--- src/ois_pkg.sv ---
// shared constants for the one-time-programmable info store
package ois_pkg;
   localparam int          WORDS          = 128;
   localparam int          AW             = 7;
   localparam logic [6:0]  CUST_BASE      = 7'h40;
   localparam logic [9:0]  OFF_PART       = 10'h0C0;
   localparam logic [9:0]  OFF_VARIANT    = 10'h0C4;
   localparam logic [9:0]  OFF_UUID       = 10'h0D0;
   localparam logic [9:0]  OFF_LOCK       = 10'h100;
   localparam logic [9:0]  OFF_KEY        = 10'h110;
   localparam logic [9:0]  OFF_ADDR       = 10'h120;
   localparam logic [9:0]  OFF_TRIM       = 10'h130;
   localparam logic [9:0]  OFF_DEFAULTS   = 10'h154;
   localparam logic [9:0]  OFF_USER       = 10'h198;
   localparam logic [31:0] LOCK_BLANK     = 32'hFFFFFFFF;
   localparam logic [31:0] LOCK_OPEN      = 32'h50FA50FA;
   localparam logic [31:0] LOCK_CLOSED    = 32'h00000000;
   localparam logic [31:0] ERASED_WORD    = 32'hFFFFFFFF;
   localparam int          TRIM_W         = 7;
   localparam int          PROG_NS        = 100;
   localparam int          CLK_NS         = 10;
   localparam logic [3:0]  PROG_CYC       = 4'((PROG_NS + CLK_NS - 1) / CLK_NS);
   localparam logic [1:0]  MODE_IDLE      = 2'h0;
   localparam logic [1:0]  MODE_READ      = 2'h1;
   localparam logic [1:0]  MODE_PROG      = 2'h2;
   typedef enum logic [2:0] {
      OIS_IDLE = 3'b001,
      OIS_READ = 3'b010,
      OIS_PROG = 3'b100
   } ois_state_t;
   typedef enum logic [1:0] {
      GRP_OTHER = 2'h0,
      GRP_KEY   = 2'h1,
      GRP_ADDR  = 2'h2,
      GRP_TRIM  = 2'h3
   } ois_grp_t;
endpackage : ois_pkg

--- src/ois_store.sv ---
// one-time-programmable info store with indirect access and lock state
// Summary of operation
// - 128 words of 32 bits, factory half and customer half of 64 each.
// - customer half: key, addresses, trim, lock, defaults, reserved, user data.
// - key words never read out once locked.
// - programming only clears bits; data is ANDed into the stored word.
// - unlock pattern in lock words enables programming of other customer words.
// - lock words all zero makes the whole store unmodifiable.
// - blank lock state denies read and write of key, address, trim.
// - closed lock state allows address and trim read only, key none.
// - lock state changes only when all four lock words agree.
// - access only via address, data and mode registers.
// - key word 0 holds bits 31:0, word 3 bits 127:96.
// - first address word holds the four high address bytes.
// - second address word: byte two bits 7:0, byte one bits 15:8.
// - trim code 0 lowest capacitance, 127 highest.
// - a zero bit in the defaults word marks a programmed register.
// - at power-up the stored addresses are reported to the host.
// - key is used for link cipher only when the host enables it.
`timescale 1ns/1ps
`default_nettype none
module ois_store (
   input  wire logic        clk,             // 100 MHz clock
   input  wire logic        resetn,          // async reset, active low
   input  wire logic [9:0]  addr_in,         // byte offset written to address register
   input  wire logic        addr_we,         // address register write strobe
   input  wire logic [31:0] data_in,         // data register write value
   input  wire logic        data_we,         // data register write strobe
   input  wire logic [1:0]  mode_in,         // mode register value, starts operation
   input  wire logic        mode_we,         // mode register write strobe
   input  wire logic        cipher_enable,   // host command enabling link cipher
   output logic [31:0]      data_out,        // data register read value
   output logic             busy,            // operation in progress
   output logic             denied,          // last access was refused
   output logic [127:0]     cipher_key_value,// key to the link cipher, zero when off
   output logic             cipher_active,   // link cipher running
   output logic [47:0]      addr_virtual_interface_zero,       // address for virtual interface zero
   output logic [47:0]      addr_virtual_interface_one,       // address for virtual interface one
   output logic             addr_report,     // one-cycle power-up address event
   output logic [6:0]       trim_code        // crystal trim setting
);
   // the array itself; contents survive reset as nonvolatile memory
   logic [31:0] mem [0:ois_pkg::WORDS-1];

   logic [ois_pkg::AW-1:0] addr_reg;
   logic [31:0]            wdata_reg;
   logic [31:0]            data_out_reg;
   logic                   denied_reg;
   logic [3:0]             cnt_reg;
   logic [2:0]             boot_reg;
   logic [47:0]            virtual_interface_zero_reg;
   logic [47:0]            virtual_interface_one_reg;
   logic                   report_reg;
   logic [6:0]             trim_reg;
   logic [127:0]           key_out_reg;
   logic                   cact_reg;
   logic                   busy_reg;
   ois_pkg::ois_state_t    state_reg;
   ois_pkg::ois_state_t    state_next;

   // word index from byte offset; customer offsets are above the factory half
   function automatic logic [6:0] widx(input logic [9:0] off);
      widx = off[8:2];
   endfunction : widx

   function automatic ois_pkg::ois_grp_t grp_of(input logic [6:0] w);
      if (w >= widx(ois_pkg::OFF_KEY) && w < widx(ois_pkg::OFF_ADDR))
         grp_of = ois_pkg::GRP_KEY;
      else if (w >= widx(ois_pkg::OFF_ADDR) && w < widx(ois_pkg::OFF_TRIM))
         grp_of = ois_pkg::GRP_ADDR;
      else if (w == widx(ois_pkg::OFF_TRIM))
         grp_of = ois_pkg::GRP_TRIM;
      else
         grp_of = ois_pkg::GRP_OTHER;
   endfunction : grp_of

   logic is_open;
   logic is_closed;
   logic is_blank;
   ois_lock_decode u_lock (
      .lock0     (mem[widx(ois_pkg::OFF_LOCK)]),
      .lock1     (mem[widx(ois_pkg::OFF_LOCK) + 7'h01]),
      .lock2     (mem[widx(ois_pkg::OFF_LOCK) + 7'h02]),
      .lock3     (mem[widx(ois_pkg::OFF_LOCK) + 7'h03]),
      .is_open   (is_open),
      .is_closed (is_closed),
      .is_blank  (is_blank)
   );

   // lock state held until all four words agree again
   logic lk_agree;
   logic lk_open;
   logic lk_closed;
   logic lk_blank;
   logic lk_open_reg;
   logic lk_closed_reg;

   // a mixed set of lock words keeps the previous state
   assign lk_agree  = is_open || is_closed || is_blank;
   assign lk_open   = lk_agree ? is_open : lk_open_reg;
   assign lk_closed = lk_agree ? is_closed : lk_closed_reg;
   assign lk_blank  = !lk_open && !lk_closed;
   always_ff @(posedge clk or negedge resetn) begin
      if (!resetn) begin
         lk_open_reg   <= 1'b0;
         lk_closed_reg <= 1'b0;
      end else if (lk_agree) begin
         lk_open_reg   <= is_open;
         lk_closed_reg <= is_closed;
      end
   end

   ois_pkg::ois_grp_t grp;
   logic              is_cust;
   logic              is_lockw;
   logic              rd_ok;
   logic              wr_ok;
   logic              start_rd;
   logic              start_wr;
   assign grp      = grp_of(addr_reg);
   assign is_cust  = addr_reg >= ois_pkg::CUST_BASE;
   assign is_lockw = addr_reg >= widx(ois_pkg::OFF_LOCK) && addr_reg < widx(ois_pkg::OFF_KEY);
   assign rd_ok = (grp == ois_pkg::GRP_OTHER) ? 1'b1 :
                  (grp == ois_pkg::GRP_KEY)   ? lk_open : (lk_open || lk_closed);
   // write grant: factory words never, lock words until closed, other customer words only when open
   assign wr_ok = !is_cust ? 1'b0 : is_lockw ? !lk_closed : lk_open;
   assign start_rd = mode_we && (mode_in == ois_pkg::MODE_READ) && (state_reg == ois_pkg::OIS_IDLE);
   assign start_wr = mode_we && (mode_in == ois_pkg::MODE_PROG) && (state_reg == ois_pkg::OIS_IDLE);

   always_comb begin
      case (state_reg)
         ois_pkg::OIS_IDLE: state_next = start_rd ? ois_pkg::OIS_READ :
                                         (start_wr && wr_ok) ? ois_pkg::OIS_PROG : ois_pkg::OIS_IDLE;
         ois_pkg::OIS_READ: state_next = ois_pkg::OIS_IDLE;
         ois_pkg::OIS_PROG: state_next = (cnt_reg == 4'h1) ? ois_pkg::OIS_IDLE : ois_pkg::OIS_PROG;
         default:           state_next = ois_pkg::OIS_IDLE;
      endcase
   end

   always_ff @(posedge clk or negedge resetn) begin
      if (!resetn) begin
         addr_reg  <= 7'h00;
         wdata_reg <= ois_pkg::ERASED_WORD;
      end else if (state_reg == ois_pkg::OIS_IDLE) begin
         if (addr_we)
            addr_reg <= widx(addr_in);
         if (data_we)
            wdata_reg <= data_in;
      end
   end

   always_ff @(posedge clk or negedge resetn) begin
      if (!resetn) begin
         state_reg <= ois_pkg::OIS_IDLE;
         cnt_reg   <= 4'h0;
      end else begin
         state_reg <= state_next;
         if (start_wr && wr_ok && state_reg == ois_pkg::OIS_IDLE)
            cnt_reg <= ois_pkg::PROG_CYC;
         else if (cnt_reg != 4'h0)
            cnt_reg <= cnt_reg - 4'h1;
      end
   end

   // busy registered so the output comes straight from a flip-flop
   always_ff @(posedge clk or negedge resetn) begin
      if (!resetn)
         busy_reg <= 1'b0;
      else
         busy_reg <= state_next != ois_pkg::OIS_IDLE;
   end

   always @(posedge clk) begin
      if (state_reg == ois_pkg::OIS_PROG && cnt_reg == 4'h1)
         mem[addr_reg] <= mem[addr_reg] & wdata_reg;
   end

   // refused requests flag, refused reads load zero into the data register, store untouched
   always_ff @(posedge clk or negedge resetn) begin
      if (!resetn) begin
         data_out_reg <= 32'h00000000;
         denied_reg   <= 1'b0;
      end else if (start_rd) begin
         data_out_reg <= rd_ok ? mem[addr_reg] : 32'h00000000;
         denied_reg   <= !rd_ok;
      end else if (start_wr) begin
         denied_reg <= !wr_ok;
      end
   end

   // power-up sequence: fetch addresses and trim, then report once
   logic [6:0] a0;
   assign a0 = widx(ois_pkg::OFF_ADDR);
   always_ff @(posedge clk or negedge resetn) begin
      if (!resetn) begin
         boot_reg   <= 3'h0;
         virtual_interface_zero_reg   <= 48'h000000000000;
         virtual_interface_one_reg   <= 48'h000000000000;
         trim_reg   <= 7'h00;
         report_reg <= 1'b0;
      end else begin
         report_reg <= 1'b0;
         if (boot_reg != 3'h4)
            boot_reg <= boot_reg + 3'h1;
         if (boot_reg == 3'h3) begin
            // high four bytes then byte one, byte two
            virtual_interface_zero_reg   <= {mem[a0], mem[a0 + 7'h01][15:8], mem[a0 + 7'h01][7:0]};
            virtual_interface_one_reg   <= {mem[a0 + 7'h02], mem[a0 + 7'h03][15:8], mem[a0 + 7'h03][7:0]};
            // trim taken only when marked programmed in defaults word
            trim_reg   <= mem[widx(ois_pkg::OFF_DEFAULTS)][0] ? 7'h00 :
                          mem[widx(ois_pkg::OFF_TRIM)][ois_pkg::TRIM_W-1:0];
            report_reg <= 1'b1;
         end
      end
   end

   // key assembled little word first, driven only when enabled
   logic [6:0] k0;
   assign k0 = widx(ois_pkg::OFF_KEY);
   always_ff @(posedge clk or negedge resetn) begin
      if (!resetn) begin
         key_out_reg <= 128'h0;
         cact_reg    <= 1'b0;
      end else begin
         cact_reg    <= cipher_enable;
         key_out_reg <= cipher_enable ? {mem[k0 + 7'h03], mem[k0 + 7'h02], mem[k0 + 7'h01], mem[k0]} : 128'h0;
      end
   end

   // outputs straight from their registers
   assign data_out         = data_out_reg;
   assign busy             = busy_reg;
   assign denied           = denied_reg;
   assign cipher_key_value = key_out_reg;
   assign cipher_active    = cact_reg;
   assign addr_virtual_interface_zero        = virtual_interface_zero_reg;
   assign addr_virtual_interface_one        = virtual_interface_one_reg;
   assign addr_report      = report_reg;
   assign trim_code        = trim_reg;

   // checks on grants, program timing and the power-up report
   // helper: cycles spent in the program state, for the length check
   logic [3:0] prog_run_reg;
   always_ff @(posedge clk or negedge resetn) begin
      if (!resetn)
         prog_run_reg <= 4'h0;
      else if (state_reg == ois_pkg::OIS_PROG)
         prog_run_reg <= prog_run_reg + 4'h1;
      else
         prog_run_reg <= 4'h0;
   end
endmodule : ois_store
`default_nettype wire

--- src/ois_lock_decode.sv ---
// decodes the four lock words into the current lock state
`timescale 1ns/1ps
`default_nettype none
module ois_lock_decode (
   input  wire logic [31:0] lock0,       // lock word 0
   input  wire logic [31:0] lock1,       // lock word 1
   input  wire logic [31:0] lock2,       // lock word 2
   input  wire logic [31:0] lock3,       // lock word 3
   output logic             is_open,     // all four hold the unlock pattern
   output logic             is_closed,   // all four hold zero
   output logic             is_blank     // all four unprogrammed
);
   logic same;
   assign same      = (lock0 == lock1) && (lock1 == lock2) && (lock2 == lock3);
   assign is_open   = same && (lock0 == ois_pkg::LOCK_OPEN);
   assign is_closed = same && (lock0 == ois_pkg::LOCK_CLOSED);
   assign is_blank  = same && (lock0 == ois_pkg::LOCK_BLANK);
endmodule : ois_lock_decode
`default_nettype wire

--- config.mk ---
export PLATFORM = sky130hd
export DESIGN_NAME = ois_store
export DESIGN_NICKNAME = d
export VERILOG_FILES = /design/src/ois_pkg.sv /design/src/ois_store.sv /design/src/ois_lock_decode.sv
export SDC_FILE = /design/constraint.sdc
export NUM_CORES = 2
export LEC_CHECK = 0
export ABC_CLOCK_PERIOD_IN_PS = 5500
export BUFFER_PORTS_ARGS = -buffer_cell sky130_fd_sc_hd__buf_2
export CORE_MARGIN = 2
export CORE_UTILIZATION = 23
export CTS_CLUSTER_SIZE = 30
export DETAILED_ROUTE_END_ITERATION = 7
export GPL_ROUTABILITY_DRIVEN = 0
export PLACE_DENSITY_LB_ADDON = 0.12
export SYNTH_ARGS = -nofsm -noshare
export SYNTH_HDL_FRONTEND = slang
export SYNTH_HIERARCHICAL = 1
export SYNTH_SLANG_ARGS = --single-unit
--- constraint.sdc ---
create_clock -name clk -period 5.5 [get_ports clk]
set_input_delay 1.375 -clock clk [delete_from_list [all_inputs] [get_ports clk]]
set_output_delay 1.375 -clock clk [all_outputs]
set_load 0.02 [all_outputs]
==> reports/summary.txt <==
share of post-route cells with drive strength above 1: 21.0%
vias in the first global route: 95,300
Top reg by flops: mem
Via Count: 94,800
Final ANT Viol Nets: 0
largest cells by area after synthesis: edfxtp_1 72%, mux2i_1 12%, dfrtp_1 4.2%
CTS tree: done
wire per inst: 30.2 um
Reg clk slew, reported paths: 60 ps
syn_nets: 9,569
Post-synth EDFFs: 4,096
Post-Place Cells: 20,000
port buffer count: 313
Die H: 864 um
row count: 315
IO Pins: 317
top cell type's share of synthesized area: 72.3%
dpl cell area: 0.192 mm^2
Syn Std Cell Area: 0.170 mm^2
1st-pass router iterations: 7
root buf cell: clkbuf_16
fin area: 0.209 mm^2
Synth Instances: 9,513
cell type with the largest total area after synthesis: edfxtp_1
Max Clk Rate: 190 MHz
crit-path max FO: 42
worst path arrival time: 6040 ps
internal power: 0.0633 W
Worst Path Class, Setup: flop to flop
core area: 0.737 mm^2
Final HPWL DP: 409,000 um
#FFs+latches synth: 4,414
Sw Pwr: 0.0245 W
fin crit share: 95.9%
# setup viols final: 0
clock power share: 38.7%
Vias per Instance: 4.53
synth unique cells: 46
peak supply drop: 0.359 mV
Initial Util: 23.1%
critical path launch point type: flop
Max Slew Vio Count: 0
CTS Buf Count: 527
total grt overflow: 0
area growth from synthesis to layout: 22.7%
max reg flops: 4,096
initial antenna violation count: 64
Syn Area/Cell: 17.9 um^2
most common flop cell mapped by yosys: edfxtp_1
reg2reg start: addr_reg[0]
post-cts resize count: 0
setup slack, reg-to-reg: 230 ps
Residual DRC: 0
CP endpoint kind: flop
maxcap violations: 0
P_leak: 72.5 nW
Skew-Pair Late Insertion Delay: 1080 ps
final worst path period need: 5270 ps
sequential share of the synthesized area: 77.0%
GRT Total Usage: 16.3%
terminus of the critical flop-to-flop path: mem[74][8]
Non-Filler Instances: 21,000
Layout Utilization: 28.3%
chip width: 864 um
DRT Wirelength: 633,000 um
switching share of power: 27.9%
worst min path class: input pin to asynchronous set/reset pin
total power: 0.0878 W
Worst EP required: 6270 ps
nets: 10,800
die area: 0.747 mm^2
Logic pwr share: 16.4%
synth warn: 6
clk sink count: 4,414
PD cells: 421 mW/mm^2
RSZ-0062 raised after global routing: false
first-pass GRT wire length: 848,000 um
run status: complete, no violations
largest net degree at the start of global routing: 112
H-tree lvl count: 6
Post-synth ARST share: 7.20%
Clock Skew: 61.9 ps
relative max-transition margin: 11.3%
1st-iter DRT viols: 8,071
worst-margin pin slew: 1310 ps
Register-to-Register Path Depth: 11
final hold vios: 0
Post-CTS Hold Buffers: 0
sequential share of power: 44.9%
Setup Fix Bufs, Post-CTS: 0
maximum root-to-sink buffer count: 4
critical path, cell delays in order (launching register included):
cell and delay [ps]:
dfrtp_4 1040, buf_4 600, mux2i_1 270, o22ai_1 220
o21ai_0 190, buf_4 220, a41oi_1 800, buf_12 240
nor4_2 50, buf_4 210, nor2b_4 470, buf_12 270
cells in the mapped netlist, types with 19 or more instances:
cell type,number
o21ai_0,293
o22ai_1,1027
mux2i_1,2048
xnor2_1,82
o21ai_1,264
buf_4,96
mux2_2,105
buf_1,23
nand4_1,31
nor2_1,135
mux2_1,30
dfrtp_1,285
dfstp_2,33
nor4_2,34
edfxtp_1,4096
nor3_1,19
buf_2,279
nand2_1,60
a41oi_1,128
clkbuf_1,174
and2_1,134
nor2b_1,38
layout by cell type, fill, tap and decap left out, types with 55 or more instances in the layout:
| cell | instances |
|---|---|
| o21ai_1 | 265 |
| and2_1 | 132 |
| nand2_1 | 55 |
| clkbuf_1 | 123 |
| clkinv_2 | 74 |
| edfxtp_1 | 4096 |
| clkinv_1 | 94 |
| buf_2 | 312 |
| buf_12 | 204 |
| mux2_2 | 105 |
| mux2i_1 | 2048 |
| o21ai_0 | 291 |
| clkbuf_16 | 541 |
| buf_4 | 715 |
| dfrtp_1 | 284 |
| o22ai_1 | 1027 |
| xnor2_1 | 82 |
| nor2_4 | 122 |
| a41oi_1 | 111 |
power groups by stage:
stage	registers [W]	clock network, W	logic [W]
global route	0.0394	0.0363	0.0152
detailed placement	0.0401	0	0.0146
finish	0.0394	0.0340	0.0144
CTS	0.0394	0.0350	0.0147
floorplan	0.0404	0	0.00615
global placement	0.0401	0	0.0145
per-stage QoR:
stage                     TNS (ps)  hold WS, ps  setup slack, ps
final                            0          370              227
after CTS                        0          302              245
after floorplan            -584960          442             -212
after detailed placement         0          471              267
after global routing             0          369             82.6
after global placement           0          475              245
layout make-up:
cell class / count / area (um^2)
multi-input cells: 4507 / 37600
flip-flops and latches: 4414 / 131000
inverters: 13 / 48.8
well taps: 9827 / 12300
fillers: 73200 / 528000
clock buffers: 677 / 14200
repair buffers: 1232 / 11000
clock inverters: 258 / 2600
diodes: 23 / 57.6
kinds of logic after synthesis:
logic type               count (synthesis)  synth area share (%)
AO/OA/AOI/OAI                         1721                  6.11
adder cells (fa/ha/maj)                  6                0.0441
multiplexers                          2183                  12.9
flip-flops                            4414                  77.0
buffers and inverters                  592                  1.75
AND/OR/NAND/NOR                        513                  1.72
XOR/XNOR                                84                 0.432
metal layers:
layer	vias to the layer above	part of all wire, %	track usage (%)	wire length [um]
met2	2606	46	26.6	293000
met4	2	2.4	3.72	15200
met5	-	0.0021	0	13
met3	627	4.8	2.30	30400
met1	50900	47	23.1	295000
li1	40700	-	-	-
worst max-delay path by stage:
stage	start	to	cells past startpoint
after floorplan	addr_reg[2]	mem[0][2]	10
after global placement	addr_reg[0]	mem[61][15]	10
after detailed placement	addr_reg[0]	mem[61][15]	10
after CTS	addr_reg[0]	mem[61][15]	10
after global routing	addr_reg[0]	mem[58][15]	10
final	addr_reg[0]	mem[74][8]	11
No activity file was read; power rests on OpenSTA's default activity.
